==> src/common/fpme_pkg.sv <==
`default_nettype none
package fpme_pkg;

	// ***************************************
	// clock and link timing
	// ***************************************
	localparam int unsigned CLK_HZ         = 40_000_000;
	localparam int unsigned BIT_TIME_NS    = 1000;
	localparam int unsigned BIT_CYCLES_INT = (CLK_HZ / 1_000_000) * BIT_TIME_NS / 1000;
	localparam logic [5:0]  BIT_CYCLES     = 6'(BIT_CYCLES_INT);
	localparam logic [5:0]  BIT_HALF       = 6'(BIT_CYCLES_INT / 2);
	localparam logic [3:0]  LAST_BIT_SYNC  = 4'h7;
	localparam logic [3:0]  LAST_BIT_ASYNC = 4'h9;
	localparam int unsigned RESET_MIN_OSC  = 16;
	localparam logic [2:0]  SETTLE_CYCLES  = 3'h6;

	// ***************************************
	// flash map
	// ***************************************
	localparam int          ADDR_W     = 16;
	localparam logic [15:0] BOOT_START = 16'hf000;
	localparam logic [15:0] BOOT_END   = 16'hffff;
	localparam logic [15:0] ID_FIRST   = 16'hffd4;
	localparam logic [15:0] ID_LAST    = 16'hffda;
	localparam int          ID_LEN     = 7;
	localparam logic [2:0]  ID_LAST_IX = 3'h6;

	// ***************************************
	// flash operations
	// ***************************************
	localparam logic [1:0] OP_READ  = 2'h0;
	localparam logic [1:0] OP_PROG  = 2'h1;
	localparam logic [1:0] OP_ERASE = 2'h2;
	localparam logic [1:0] OP_BAD   = 2'h3;

	// ***************************************
	// serial commands and argument counts
	// ***************************************
	localparam logic [7:0] CMD_ID    = 8'hf5;
	localparam logic [7:0] CMD_READ  = 8'hff;
	localparam logic [7:0] CMD_PROG  = 8'h41;
	localparam logic [7:0] CMD_ERASE = 8'h20;
	localparam logic [2:0] ARGS_ID   = 3'h7;
	localparam logic [2:0] ARGS_PROG = 3'h3;
	localparam logic [2:0] ARGS_ADDR = 3'h2;

endpackage
`default_nettype wire

==> src/rtl/fpme_serial.sv <==
`timescale 1ns/1ps
`default_nettype none
module fpme_serial
(
	// clock and reset
	input  wire logic       ref_clk_i,
	input  wire logic       arst_n_i,
	// mode
	input  wire logic       enable_i,
	input  wire logic       async_mode_i,
	// pins
	input  wire logic       rxd_i,
	input  wire logic       sclk_i,
	output var  logic       txd_o,
	// byte side
	input  wire logic       tx_valid_i,
	input  wire logic [7:0] tx_byte_i,
	output var  logic       tx_done_o,
	output var  logic       rx_valid_o,
	output var  logic [7:0] rx_byte_o
);
	import fpme_pkg::*;

	logic       rx_s;
	logic       sclk_s;
	logic       sclk_d;
	logic [7:0] rx_sh;
	logic [3:0] rx_bits;
	logic [5:0] rx_cnt;
	logic       rx_run;
	logic [9:0] tx_sh;
	logic [3:0] tx_bits;
	logic [5:0] tx_cnt;
	logic       tx_run;

	fpme_sync #(.RST_VAL(1'b1)) u_rx_sync
	(
		.ref_clk_i(ref_clk_i),
		.arst_n_i (arst_n_i),
		.d_i      (rxd_i),
		.q_o      (rx_s)
	);

	fpme_sync #(.RST_VAL(1'b1)) u_clk_sync
	(
		.ref_clk_i(ref_clk_i),
		.arst_n_i (arst_n_i),
		.d_i      (sclk_i),
		.q_o      (sclk_s)
	);

	wire       sclk_rise = sclk_s & ~sclk_d;
	wire       sclk_fall = ~sclk_s & sclk_d;
	wire       rx_tick   = (rx_cnt == BIT_CYCLES - 6'h01);
	wire       tx_tick   = (tx_cnt == BIT_CYCLES - 6'h01);
	wire       tx_step   = async_mode_i ? tx_tick : sclk_fall;
	wire [3:0] tx_last   = async_mode_i ? LAST_BIT_ASYNC : LAST_BIT_SYNC;
	wire [9:0] tx_frame  = async_mode_i ? {1'b1, tx_byte_i, 1'b0} : {2'b11, tx_byte_i};
	wire [7:0] rx_next   = {rx_s, rx_sh[7:1]};

	// ***************************************
	// receiver: clocked variant samples on rising clock, async variant mid-bit
	// ***************************************
	always_ff @(posedge ref_clk_i or negedge arst_n_i)
	begin
		if (!arst_n_i)
		begin
			sclk_d <= 1'b1;
			rx_sh <= 8'h00;
			rx_bits <= 4'h0;
			rx_cnt <= 6'h00;
			rx_run <= 1'b0;
			rx_valid_o <= 1'b0;
			rx_byte_o <= 8'h00;
		end
		else
		begin
			sclk_d <= sclk_s;
			rx_valid_o <= 1'b0;
			if (!enable_i)
			begin
				rx_run <= 1'b0;
				rx_bits <= 4'h0;
			end
			else if (!async_mode_i)
			begin
				if (sclk_rise)
				begin
					rx_sh <= rx_next;
					rx_bits <= (rx_bits == LAST_BIT_SYNC) ? 4'h0 : rx_bits + 4'h1;
					rx_valid_o <= (rx_bits == LAST_BIT_SYNC);
					rx_byte_o <= rx_next;
				end
			end
			else if (!rx_run)
			begin
				rx_run <= ~rx_s;
				rx_cnt <= BIT_HALF;
				rx_bits <= 4'h0;
			end
			else if (rx_tick)
			begin
				rx_cnt <= 6'h00;
				rx_bits <= rx_bits + 4'h1;
				if (rx_bits == 4'h0)
					rx_run <= ~rx_s;
				else if (rx_bits == LAST_BIT_ASYNC)
				begin
					rx_run <= 1'b0;
					rx_valid_o <= rx_s;
					rx_byte_o <= rx_sh;
				end
				else
					rx_sh <= rx_next;
			end
			else
				rx_cnt <= rx_cnt + 6'h01;
		end
	end

	// ***************************************
	// transmitter: clocked variant shifts on falling clock, async at bit rate
	// ***************************************
	always_ff @(posedge ref_clk_i or negedge arst_n_i)
	begin
		if (!arst_n_i)
		begin
			tx_sh <= 10'h3ff;
			tx_bits <= 4'h0;
			tx_cnt <= 6'h00;
			tx_run <= 1'b0;
			txd_o <= 1'b1;
			tx_done_o <= 1'b0;
		end
		else
		begin
			tx_done_o <= 1'b0;
			if (!enable_i)
			begin
				tx_run <= 1'b0;
				txd_o <= 1'b1;
			end
			else if (!tx_run)
			begin
				if (tx_valid_i)
				begin
					tx_run <= 1'b1;
					tx_sh <= tx_frame;
					txd_o <= tx_frame[0];
					tx_bits <= 4'h0;
					tx_cnt <= 6'h00;
				end
			end
			else
			begin
				tx_cnt <= tx_tick ? 6'h00 : tx_cnt + 6'h01;
				if (tx_step && tx_bits == tx_last)
				begin
					tx_run <= 1'b0;
					tx_done_o <= 1'b1;
					txd_o <= 1'b1;
				end
				else if (tx_step)
				begin
					tx_sh <= {1'b1, tx_sh[9:1]};
					txd_o <= tx_sh[1];
					tx_bits <= tx_bits + 4'h1;
				end
			end
		end
	end
endmodule
`default_nettype wire

==> src/rtl/fpme_sync.sv <==
`timescale 1ns/1ps
`default_nettype none
module fpme_sync
#(
	parameter logic RST_VAL = 1'b0
)
(
	// clock and reset
	input  wire logic ref_clk_i,
	input  wire logic arst_n_i,
	// raw pin and settled level
	input  wire logic d_i,
	output var  logic q_o
);
	logic s1;
	logic s2;
	logic s3;

	// a change counts once the second and third stages agree
	always_ff @(posedge ref_clk_i or negedge arst_n_i)
	begin
		if (!arst_n_i)
		begin
			s1 <= RST_VAL;
			s2 <= RST_VAL;
			s3 <= RST_VAL;
			q_o <= RST_VAL;
		end
		else
		begin
			s1 <= d_i;
			s2 <= s1;
			s3 <= s2;
			if (s2 == s3)
				q_o <= s3;
		end
	end
endmodule
`default_nettype wire

==> src/rtl/fpme_top.sv <==
// Functional notes
// - parallel mode takes commands, address and data to read, program, erase flash
// - parallel mode rewrites user and boot areas with identical operations
// - boot area is 4 Kbyte at f000 through ffff
// - boot block erase clears the whole 4 Kbyte area as one block
// - serial mode entered when reset releases with both straps high
// - serial mode rewrites flash through the boot control program, not bus cycles
// - serial mode unusable once the boot area has been rewritten
// - serial mode rewrites user area only, boot writes refused
// - serial mode has a clocked variant 1 and an async variant 2
// - serial uses receive, transmit, clock input and busy output pins
// - serial mode uses a 7-byte id code compared with the sent code
// - non-blank flash rejects commands until the id code matches
// - stored id bytes read from ffd4 through ffda
`timescale 1ns/1ps
`default_nettype none
module fpme_top
(
	// clock and reset
	input  wire logic                       ref_clk_i,
	input  wire logic                       arst_n_i,
	// mode straps
	input  wire logic                       mode_select_pin_i,
	input  wire logic                       boot_entry_pin_i,
	// serial pins
	input  wire logic                       serial_receive_port_bit_i,
	input  wire logic                       serial_clock_port_bit_i,
	output var  logic                       serial_transmit_port_bit_o,
	output var  logic                       serial_transmit_port_bit_oe_o,
	output var  logic                       busy_port_bit_o,
	// parallel writer port
	input  wire logic                       par_req_i,
	input  wire logic [1:0]                 par_op_i,
	input  wire logic [fpme_pkg::ADDR_W-1:0] par_addr_i,
	input  wire logic [7:0]                 par_wdata_i,
	output var  logic                       par_done_o,
	output var  logic                       par_err_o,
	output var  logic [7:0]                 par_rdata_o,
	// flash array port
	input  wire logic                       flash_blank_i,
	input  wire logic                       flash_boot_intact_i,
	input  wire logic                       flash_ack_i,
	input  wire logic [7:0]                 flash_rdata_i,
	output var  logic                       flash_req_o,
	output var  logic [1:0]                 flash_op_o,
	output var  logic [fpme_pkg::ADDR_W-1:0] flash_addr_o,
	output var  logic [7:0]                 flash_wdata_o,
	// status
	output var  logic                       par_mode_o,
	output var  logic                       ser_mode_o,
	output var  logic                       async_mode_o,
	output var  logic                       id_ok_o,
	output var  logic                       boot_touched_o
);
	import fpme_pkg::*;

	typedef enum logic [3:0] {ST_SETTLE, ST_IDLE, ST_PAR_FLASH, ST_CMD, ST_ARG, ST_EXEC,
		ST_IDREAD, ST_SER_FLASH, ST_SEND} fpme_state_e;

	fpme_state_e state;
	logic [2:0]  settle_cnt;
	logic        mode_sel_s;
	logic        boot_ent_s;
	logic        sclk_s;
	logic [7:0]  cmd;
	logic [7:0]  arg [0:ID_LEN-1];
	logic [2:0]  arg_cnt;
	logic [2:0]  id_idx;
	logic        id_miss;
	logic        tx_valid;
	logic [7:0]  tx_byte;
	logic        tx_done;
	logic        rx_valid;
	logic [7:0]  rx_byte;

	// ***************************************
	// strap and clock-level synchronisers
	// ***************************************
	fpme_sync #(.RST_VAL(1'b0)) u_mode_sync
	(
		.ref_clk_i(ref_clk_i),
		.arst_n_i (arst_n_i),
		.d_i      (mode_select_pin_i),
		.q_o      (mode_sel_s)
	);

	fpme_sync #(.RST_VAL(1'b0)) u_boot_sync
	(
		.ref_clk_i(ref_clk_i),
		.arst_n_i (arst_n_i),
		.d_i      (boot_entry_pin_i),
		.q_o      (boot_ent_s)
	);

	fpme_sync #(.RST_VAL(1'b1)) u_sclk_sync
	(
		.ref_clk_i(ref_clk_i),
		.arst_n_i (arst_n_i),
		.d_i      (serial_clock_port_bit_i),
		.q_o      (sclk_s)
	);

	fpme_serial u_serial
	(
		.ref_clk_i   (ref_clk_i),
		.arst_n_i    (arst_n_i),
		.enable_i    (ser_mode_o),
		.async_mode_i(async_mode_o),
		.rxd_i       (serial_receive_port_bit_i),
		.sclk_i      (serial_clock_port_bit_i),
		.txd_o       (serial_transmit_port_bit_o),
		.tx_valid_i  (tx_valid),
		.tx_byte_i   (tx_byte),
		.tx_done_o   (tx_done),
		.rx_valid_o  (rx_valid),
		.rx_byte_o   (rx_byte)
	);

	// ***************************************
	// decode
	// ***************************************
	wire        settled    = (settle_cnt == SETTLE_CYCLES);
	wire        want_ser   = mode_sel_s & boot_ent_s;
	wire        want_par   = mode_sel_s & ~boot_ent_s;
	wire [15:0] ser_addr   = {arg[0], arg[1]};
	wire        ser_boot   = (ser_addr >= BOOT_START);
	wire        par_boot   = (par_addr_i >= BOOT_START);
	wire        is_id      = (rx_byte == CMD_ID);
	wire        is_prog    = (rx_byte == CMD_PROG);
	wire        known      = is_id | is_prog | (rx_byte == CMD_READ) | (rx_byte == CMD_ERASE);
	wire [2:0]  arg_need   = (cmd == CMD_ID) ? ARGS_ID : (cmd == CMD_PROG) ? ARGS_PROG : ARGS_ADDR;
	wire        last_arg   = rx_valid & (arg_cnt == arg_need - 3'h1);
	wire        ser_write  = (cmd == CMD_PROG) | (cmd == CMD_ERASE);
	wire [1:0]  ser_op     = (cmd == CMD_READ) ? OP_READ : (cmd == CMD_PROG) ? OP_PROG : OP_ERASE;
	wire        allowed    = id_ok_o | flash_blank_i;
	wire        ser_refuse = ~allowed | (ser_write & ser_boot);
	wire        id_match   = (flash_rdata_i == arg[id_idx]);
	wire [15:0] par_fa     = (par_op_i == OP_ERASE && par_boot) ? BOOT_END : par_addr_i;

	// argument bytes are data only, no reset needed
	always_ff @(posedge ref_clk_i)
	begin
		if (state == ST_ARG && rx_valid)
			arg[arg_cnt] <= rx_byte;
	end

	// ***************************************
	// mode entry and command sequencing
	// ***************************************
	always_ff @(posedge ref_clk_i or negedge arst_n_i)
	begin
		if (!arst_n_i)
		begin
			state <= ST_SETTLE;
			settle_cnt <= 3'h0;
			par_mode_o <= 1'b0;
			ser_mode_o <= 1'b0;
			async_mode_o <= 1'b0;
			serial_transmit_port_bit_oe_o <= 1'b0;
			id_ok_o <= 1'b0;
			boot_touched_o <= 1'b0;
			busy_port_bit_o <= 1'b0;
			par_done_o <= 1'b0;
			par_err_o <= 1'b0;
			par_rdata_o <= 8'h00;
			flash_req_o <= 1'b0;
			flash_op_o <= OP_READ;
			flash_addr_o <= 16'h0000;
			flash_wdata_o <= 8'h00;
			cmd <= 8'h00;
			arg_cnt <= 3'h0;
			id_idx <= 3'h0;
			id_miss <= 1'b0;
			tx_valid <= 1'b0;
			tx_byte <= 8'h00;
		end
		else
		begin
			par_done_o <= 1'b0;
			tx_valid <= 1'b0;
			unique case (state)
				ST_SETTLE:
				begin
					settle_cnt <= settled ? settle_cnt : settle_cnt + 3'h1;
					if (settled)
						state <= (want_ser && flash_boot_intact_i) ? ST_CMD : ST_IDLE;
					ser_mode_o <= settled & want_ser & flash_boot_intact_i;
					serial_transmit_port_bit_oe_o <= settled & want_ser & flash_boot_intact_i;
					async_mode_o <= settled & ~sclk_s;
					par_mode_o <= settled & want_par;
				end
				ST_IDLE:
				begin
					if (par_mode_o && par_req_i)
					begin
						par_err_o <= (par_op_i == OP_BAD);
						par_done_o <= (par_op_i == OP_BAD);
						flash_req_o <= (par_op_i != OP_BAD);
						flash_op_o <= par_op_i;
						flash_addr_o <= par_fa;
						flash_wdata_o <= par_wdata_i;
						if (par_op_i != OP_BAD && par_op_i != OP_READ && par_boot)
							boot_touched_o <= 1'b1;
						if (par_op_i != OP_BAD)
							state <= ST_PAR_FLASH;
					end
				end
				ST_PAR_FLASH:
				begin
					if (flash_ack_i)
					begin
						flash_req_o <= 1'b0;
						par_done_o <= 1'b1;
						par_rdata_o <= flash_rdata_i;
						state <= ST_IDLE;
					end
				end
				ST_CMD:
				begin
					if (rx_valid && known)
					begin
						cmd <= rx_byte;
						arg_cnt <= 3'h0;
						state <= ST_ARG;
					end
				end
				ST_ARG:
				begin
					if (rx_valid)
						arg_cnt <= arg_cnt + 3'h1;
					if (last_arg)
					begin
						busy_port_bit_o <= 1'b1;
						state <= ST_EXEC;
					end
				end
				ST_EXEC:
				begin
					if (cmd == CMD_ID)
					begin
						id_idx <= 3'h0;
						id_miss <= 1'b0;
						flash_req_o <= 1'b1;
						flash_op_o <= OP_READ;
						flash_addr_o <= ID_FIRST;
						state <= ST_IDREAD;
					end
					else if (ser_refuse)
					begin
						busy_port_bit_o <= 1'b0;
						state <= ST_CMD;
					end
					else
					begin
						flash_req_o <= 1'b1;
						flash_op_o <= ser_op;
						flash_addr_o <= ser_addr;
						flash_wdata_o <= arg[2];
						state <= ST_SER_FLASH;
					end
				end
				ST_IDREAD:
				begin
					if (flash_ack_i && id_idx == ID_LAST_IX)
					begin
						flash_req_o <= 1'b0;
						id_ok_o <= ~id_miss & id_match;
						busy_port_bit_o <= 1'b0;
						state <= ST_CMD;
					end
					else if (flash_ack_i)
					begin
						id_miss <= id_miss | ~id_match;
						id_idx <= id_idx + 3'h1;
						flash_addr_o <= flash_addr_o + 16'h0001;
					end
				end
				ST_SER_FLASH:
				begin
					if (flash_ack_i)
					begin
						flash_req_o <= 1'b0;
						tx_valid <= (cmd == CMD_READ);
						tx_byte <= flash_rdata_i;
						busy_port_bit_o <= (cmd == CMD_READ);
						state <= (cmd == CMD_READ) ? ST_SEND : ST_CMD;
					end
				end
				ST_SEND:
				begin
					if (tx_done)
					begin
						busy_port_bit_o <= 1'b0;
						state <= ST_CMD;
					end
				end
			endcase
		end
	end
endmodule
`default_nettype wire
==> config.mk <==
export PLATFORM = sky130hd
export DESIGN_NAME = fpme_top
export DESIGN_NICKNAME = d
export VERILOG_FILES = /design/src/common/fpme_pkg.sv /design/src/rtl/fpme_serial.sv /design/src/rtl/fpme_sync.sv /design/src/rtl/fpme_top.sv
export SDC_FILE = /design/constraint.sdc
export NUM_CORES = 1
export LEC_CHECK = 0
export ABC_AREA = 1
export BUFFER_PORTS_ARGS = -buffer_cell sky130_fd_sc_hd__buf_2
export CAP_MARGIN = 25
export CORE_MARGIN = 10
export CORE_UTILIZATION = 65
export DETAILED_ROUTE_END_ITERATION = 16
export GPL_TIMING_DRIVEN = 1
export MAX_ROUTING_LAYER = met4
export PLACE_DENSITY = 0.86
export SLEW_MARGIN = 5
export SYNTH_ARGS = -nofsm -noshare
export SYNTH_HDL_FRONTEND = slang
export SYNTH_SLANG_ARGS = --single-unit
==> constraint.sdc <==
create_clock -name ref_clk_i -period 5.1 [get_ports ref_clk_i]
set_input_delay 1.02 -clock ref_clk_i [delete_from_list [all_inputs] [get_ports ref_clk_i]]
set_output_delay 1.02 -clock ref_clk_i [all_outputs]
set_load 0.01 [all_outputs]
==> impl_metrics.yaml <==
logic_synthesis:
  synth_fa_ha_area_share_pct: 2.140
  synth.distinct_cells: 53
  synth-compound-area-share_pct: 12.09
  post-synth-top-area-fraction_pct: 30.36
  synth_cells: 1164
  synth.top_cells.by_count: "sky130_fd_sc_hd__nand2_1, sky130_fd_sc_hd__o21ai_0, sky130_fd_sc_hd__dfrtp_1"
  synth_top_family_by_area: "simple AND/OR/NAND/NOR gates"
  synth_edf_count: 64
  mean_instance_size_in_the_synthesized_netlist_um2: 8.640
  library_cell_occupying_the_most_area_in_the_post_synthesis_netlist: "sky130_fd_sc_hd__dfrtp_1"
  muxShareOfSynthArea_pct: 0.2986
  yosysSeqAreaShare_pct: 54.17
  post_synth_xor_area_fraction_pct: 0.6096
  synth.yosys.warnings: 0
  netlist_top_cells_area: "sky130_fd_sc_hd__dfrtp_1, sky130_fd_sc_hd__edfxtp_1, sky130_fd_sc_hd__nand2_1"
  syn-num-nets: 1222
  postSynth.topFlopCell: "sky130_fd_sc_hd__dfrtp_1"
  synth_simple_gate_area_share_pct: 23.69
  synth_seq_cells: 204
  synthesis.area_um2: 10060
  synth_most_common_cell: "sky130_fd_sc_hd__nand2_1"
  postSynth.asyncResetShare_pct: 68.63
route:
  num_vias: 8423
  routed_length_per_placed_instance_um: 17.30
  detail-route-antenna-nets: 0
  viasPerCell: 5.801
  drt_drc_violations_left: 0
  drtPass1Iterations: 6
  drt_iter0_markers: 778
  postRouteWirelength_mm: 25.13
global_route:
  globalRouteOverflowTotal: 0
  grt_usage_pct: 24.77
  antenna_found_initial: 0
  grt_max_degree: 110
  grt_first_pass_wirelength_mm: 40.15
  first_global_vias: 7859
timing:
  finalMaxSlewViolations: 0
  whs_ns: 0.3205
  final_min_period_over_clock_period_pct: 56.96
  clock.fmax_mhz: 344.2
  fin_skew_ns: 0.01099
  final_report_setup_violation_count: 0
  hold_viol_final: 0
  layout_setup_ws_ns: 2.195
  grt_setup_unrepaired: "no"
  finalWorstPathRequiredPeriod_ns: 2.905
  worstMarginPinSlew_ns: 0.9013
  max_slew_margin_pct: 39.91
  setup_tns_ns: 0
clocking:
  cts-buffers-inserted: 21
  worst_skew_pair.late_latency_ns: 0.50
  clock_tree.root_cell: "sky130_fd_sc_hd__clkbuf_16"
  clk_slew_on_worst_s_h_paths_ns: 0.07
  cts_max_level: 1
  cts_hold_buf: 0
  clock_buffer_depth: 3
  cts_tree: "done"
  cts.sink_count: 204
  post_cts_gate_resize_count: 0
  cts_post_setup_buffers_inserted: 0
finish:
  final_util_pct: 74.21
  final_nets: 1306
  flow.area_growth_from_synthesis_pct: 12.17
  layout_cell_share_with_drive_strength_beyond_1_pct: 15.36
  number_of_filler_cells_placed_in_the_layout: 1114
  instances_no_fill: 1452
placed_design:
  io_buffers: 88
  pre_cts_slack_ns: 2.286
  numPlacedInstances: 1409
  finalWeightedCongestion: 0.9405
  dpl.hpwl_mm: 17.75
setup_path:
  critical_path_arrival_ns: 3.34
  reg2reg_depth: 9
  launching_element_type_of_the_critical_path: "register"
  critical_path_depth: 9
  worst-path-buf-inv: 2
  worst_path_max_fanout: 30
  timing.setup.critical_path_class: "reg -> reg"
  critPathSlowestCell: "sky130_fd_sc_hd__dfrtp_1"
  worst_path_most_repeated_cell: "sky130_fd_sc_hd__nand2_1"
  max_stage_delay_ns: 0.93
  critical_path.top_delay_family: "simple AND/OR/NAND/NOR gates"
  cp.required_ns: 5.54
  cp-end-kind: "register"
  critical_path.cell_chain: "inv_1 > nand3_1 > o21ai_1 > nand4_1 > nor2_1 > nor3_1 > buf_2 > nand2_1 > nand2_1"
die:
  die_h_um: 144.4
  die_width_um: 144.4
  core_um2: 15200
  initial_core_util_pct: 66.16
  dieArea_um2: 20850
  rows: 45
  ioPinCount: 89
power_and_ir_drop:
  irDropWorstVdd_mv: 0.3754
  cellLeakagePower_uw: 0.005218
  pwr_density_cell_nw_per_um2: 486.7
run_status:
  run_status: "finished clean"
flow_run:
  maxCapViolCount: 0
min_path:
  timing.hold.worst.class: "in -> async"
## cell usage in the layout, fill, tap and decap left out, types with 21 or more instances in the layout
cell                        synthesis  layout
sky130_fd_sc_hd__nand2_1          303     303
sky130_fd_sc_hd__o21ai_0          123     123
sky130_fd_sc_hd__dfrtp_1          122     122
sky130_fd_sc_hd__inv_1            117     117
sky130_fd_sc_hd__nand3_1           96      96
sky130_fd_sc_hd__nor2_1            91      91
sky130_fd_sc_hd__buf_2             13      91
sky130_fd_sc_hd__edfxtp_1          64      64
sky130_fd_sc_hd__a21oi_1           24      24
sky130_fd_sc_hd__clkbuf_16          0      21
## final timing paths
check                      slack [ns]            from                    end
max                              2.19    async_mode_o      u_serial.tx_sh[5]
min                              0.32        arst_n_i       flash_wdata_o[5]
max reg2reg                      2.19    async_mode_o      u_serial.tx_sh[5]
min reg2reg                      0.35  u_boot_sync.s1         u_boot_sync.s2
max in group asynchronous        4.06        arst_n_i  u_serial.u_rx_sync.s3
min in group ref_clk_i           0.35  u_boot_sync.s1         u_boot_sync.s2
## cells by family after synthesis
logic type	count (synthesis)
simple gates	551
buf+inv	168
fa+ha+maj	18
mux	3
compound gates	213
xor+xnor	7
flops	204
## layer usage
metal	vias to the layer above	share of wire, %	GRT usage [%]
li1	4045	-	-
met1	3898	41	32.12
met2	417	46	38.63
met3	63	10	5.280
met4	0	3.0	7.500
met5	-	0	-
## metrics by stage
step,cell area (µm²),total power (µW)
floorplan,10060,3497
global route,11280,5820
detailed placement,10580,4012
CTS,11240,5482
finish,11280,5490
global placement,10580,3947
## worst register-to-register path, delay by kind of cell, from the launching register on
family,cells,cell delay [ns]
DFF,1,0.93
buffers and inverters,2,0.80
and+or+nand+nor,6,1.02
AOI/OAI and AO/OA,1,0.10
## cell type report
type / count / area (µm²) / area share [%]
clock inverter: 11 / 85.08 / 0.7542
timing repair buffer: 97 / 524.3 / 4.647
antenna: 1 / 2.502 / 0.02218
inverter: 132 / 513.0 / 4.547
multi-input combinational: 792 / 3905 / 34.62
tap: 188 / 235.2 / 2.085
clock buffer: 27 / 568.0 / 5.036
sequential: 204 / 5448 / 48.29
## report_power, final
part,internal (µW),leakage [µW],switching [µW]
clock,840,0.000327,630
combinational,567,0.00253,1040
sequential,2060,0.00236,354
total,3460,0.00522,2030
## state kept, by name, indices dropped and copies added, names as in the netlist, 4 cells and up
name,flops
par_rdata_o,8
tx_byte,8
u_serial.rx_byte_o,8
flash_addr_o,16
flash_wdata_o,8
arg,64
u_serial.tx_cnt,6
u_serial.rx_bits,4
u_serial.rx_cnt,6
u_serial.tx_sh,8
state,4
u_serial.tx_bits,4
u_serial.rx_sh,8
cmd,8
Power figures use the tool's default switching activity.
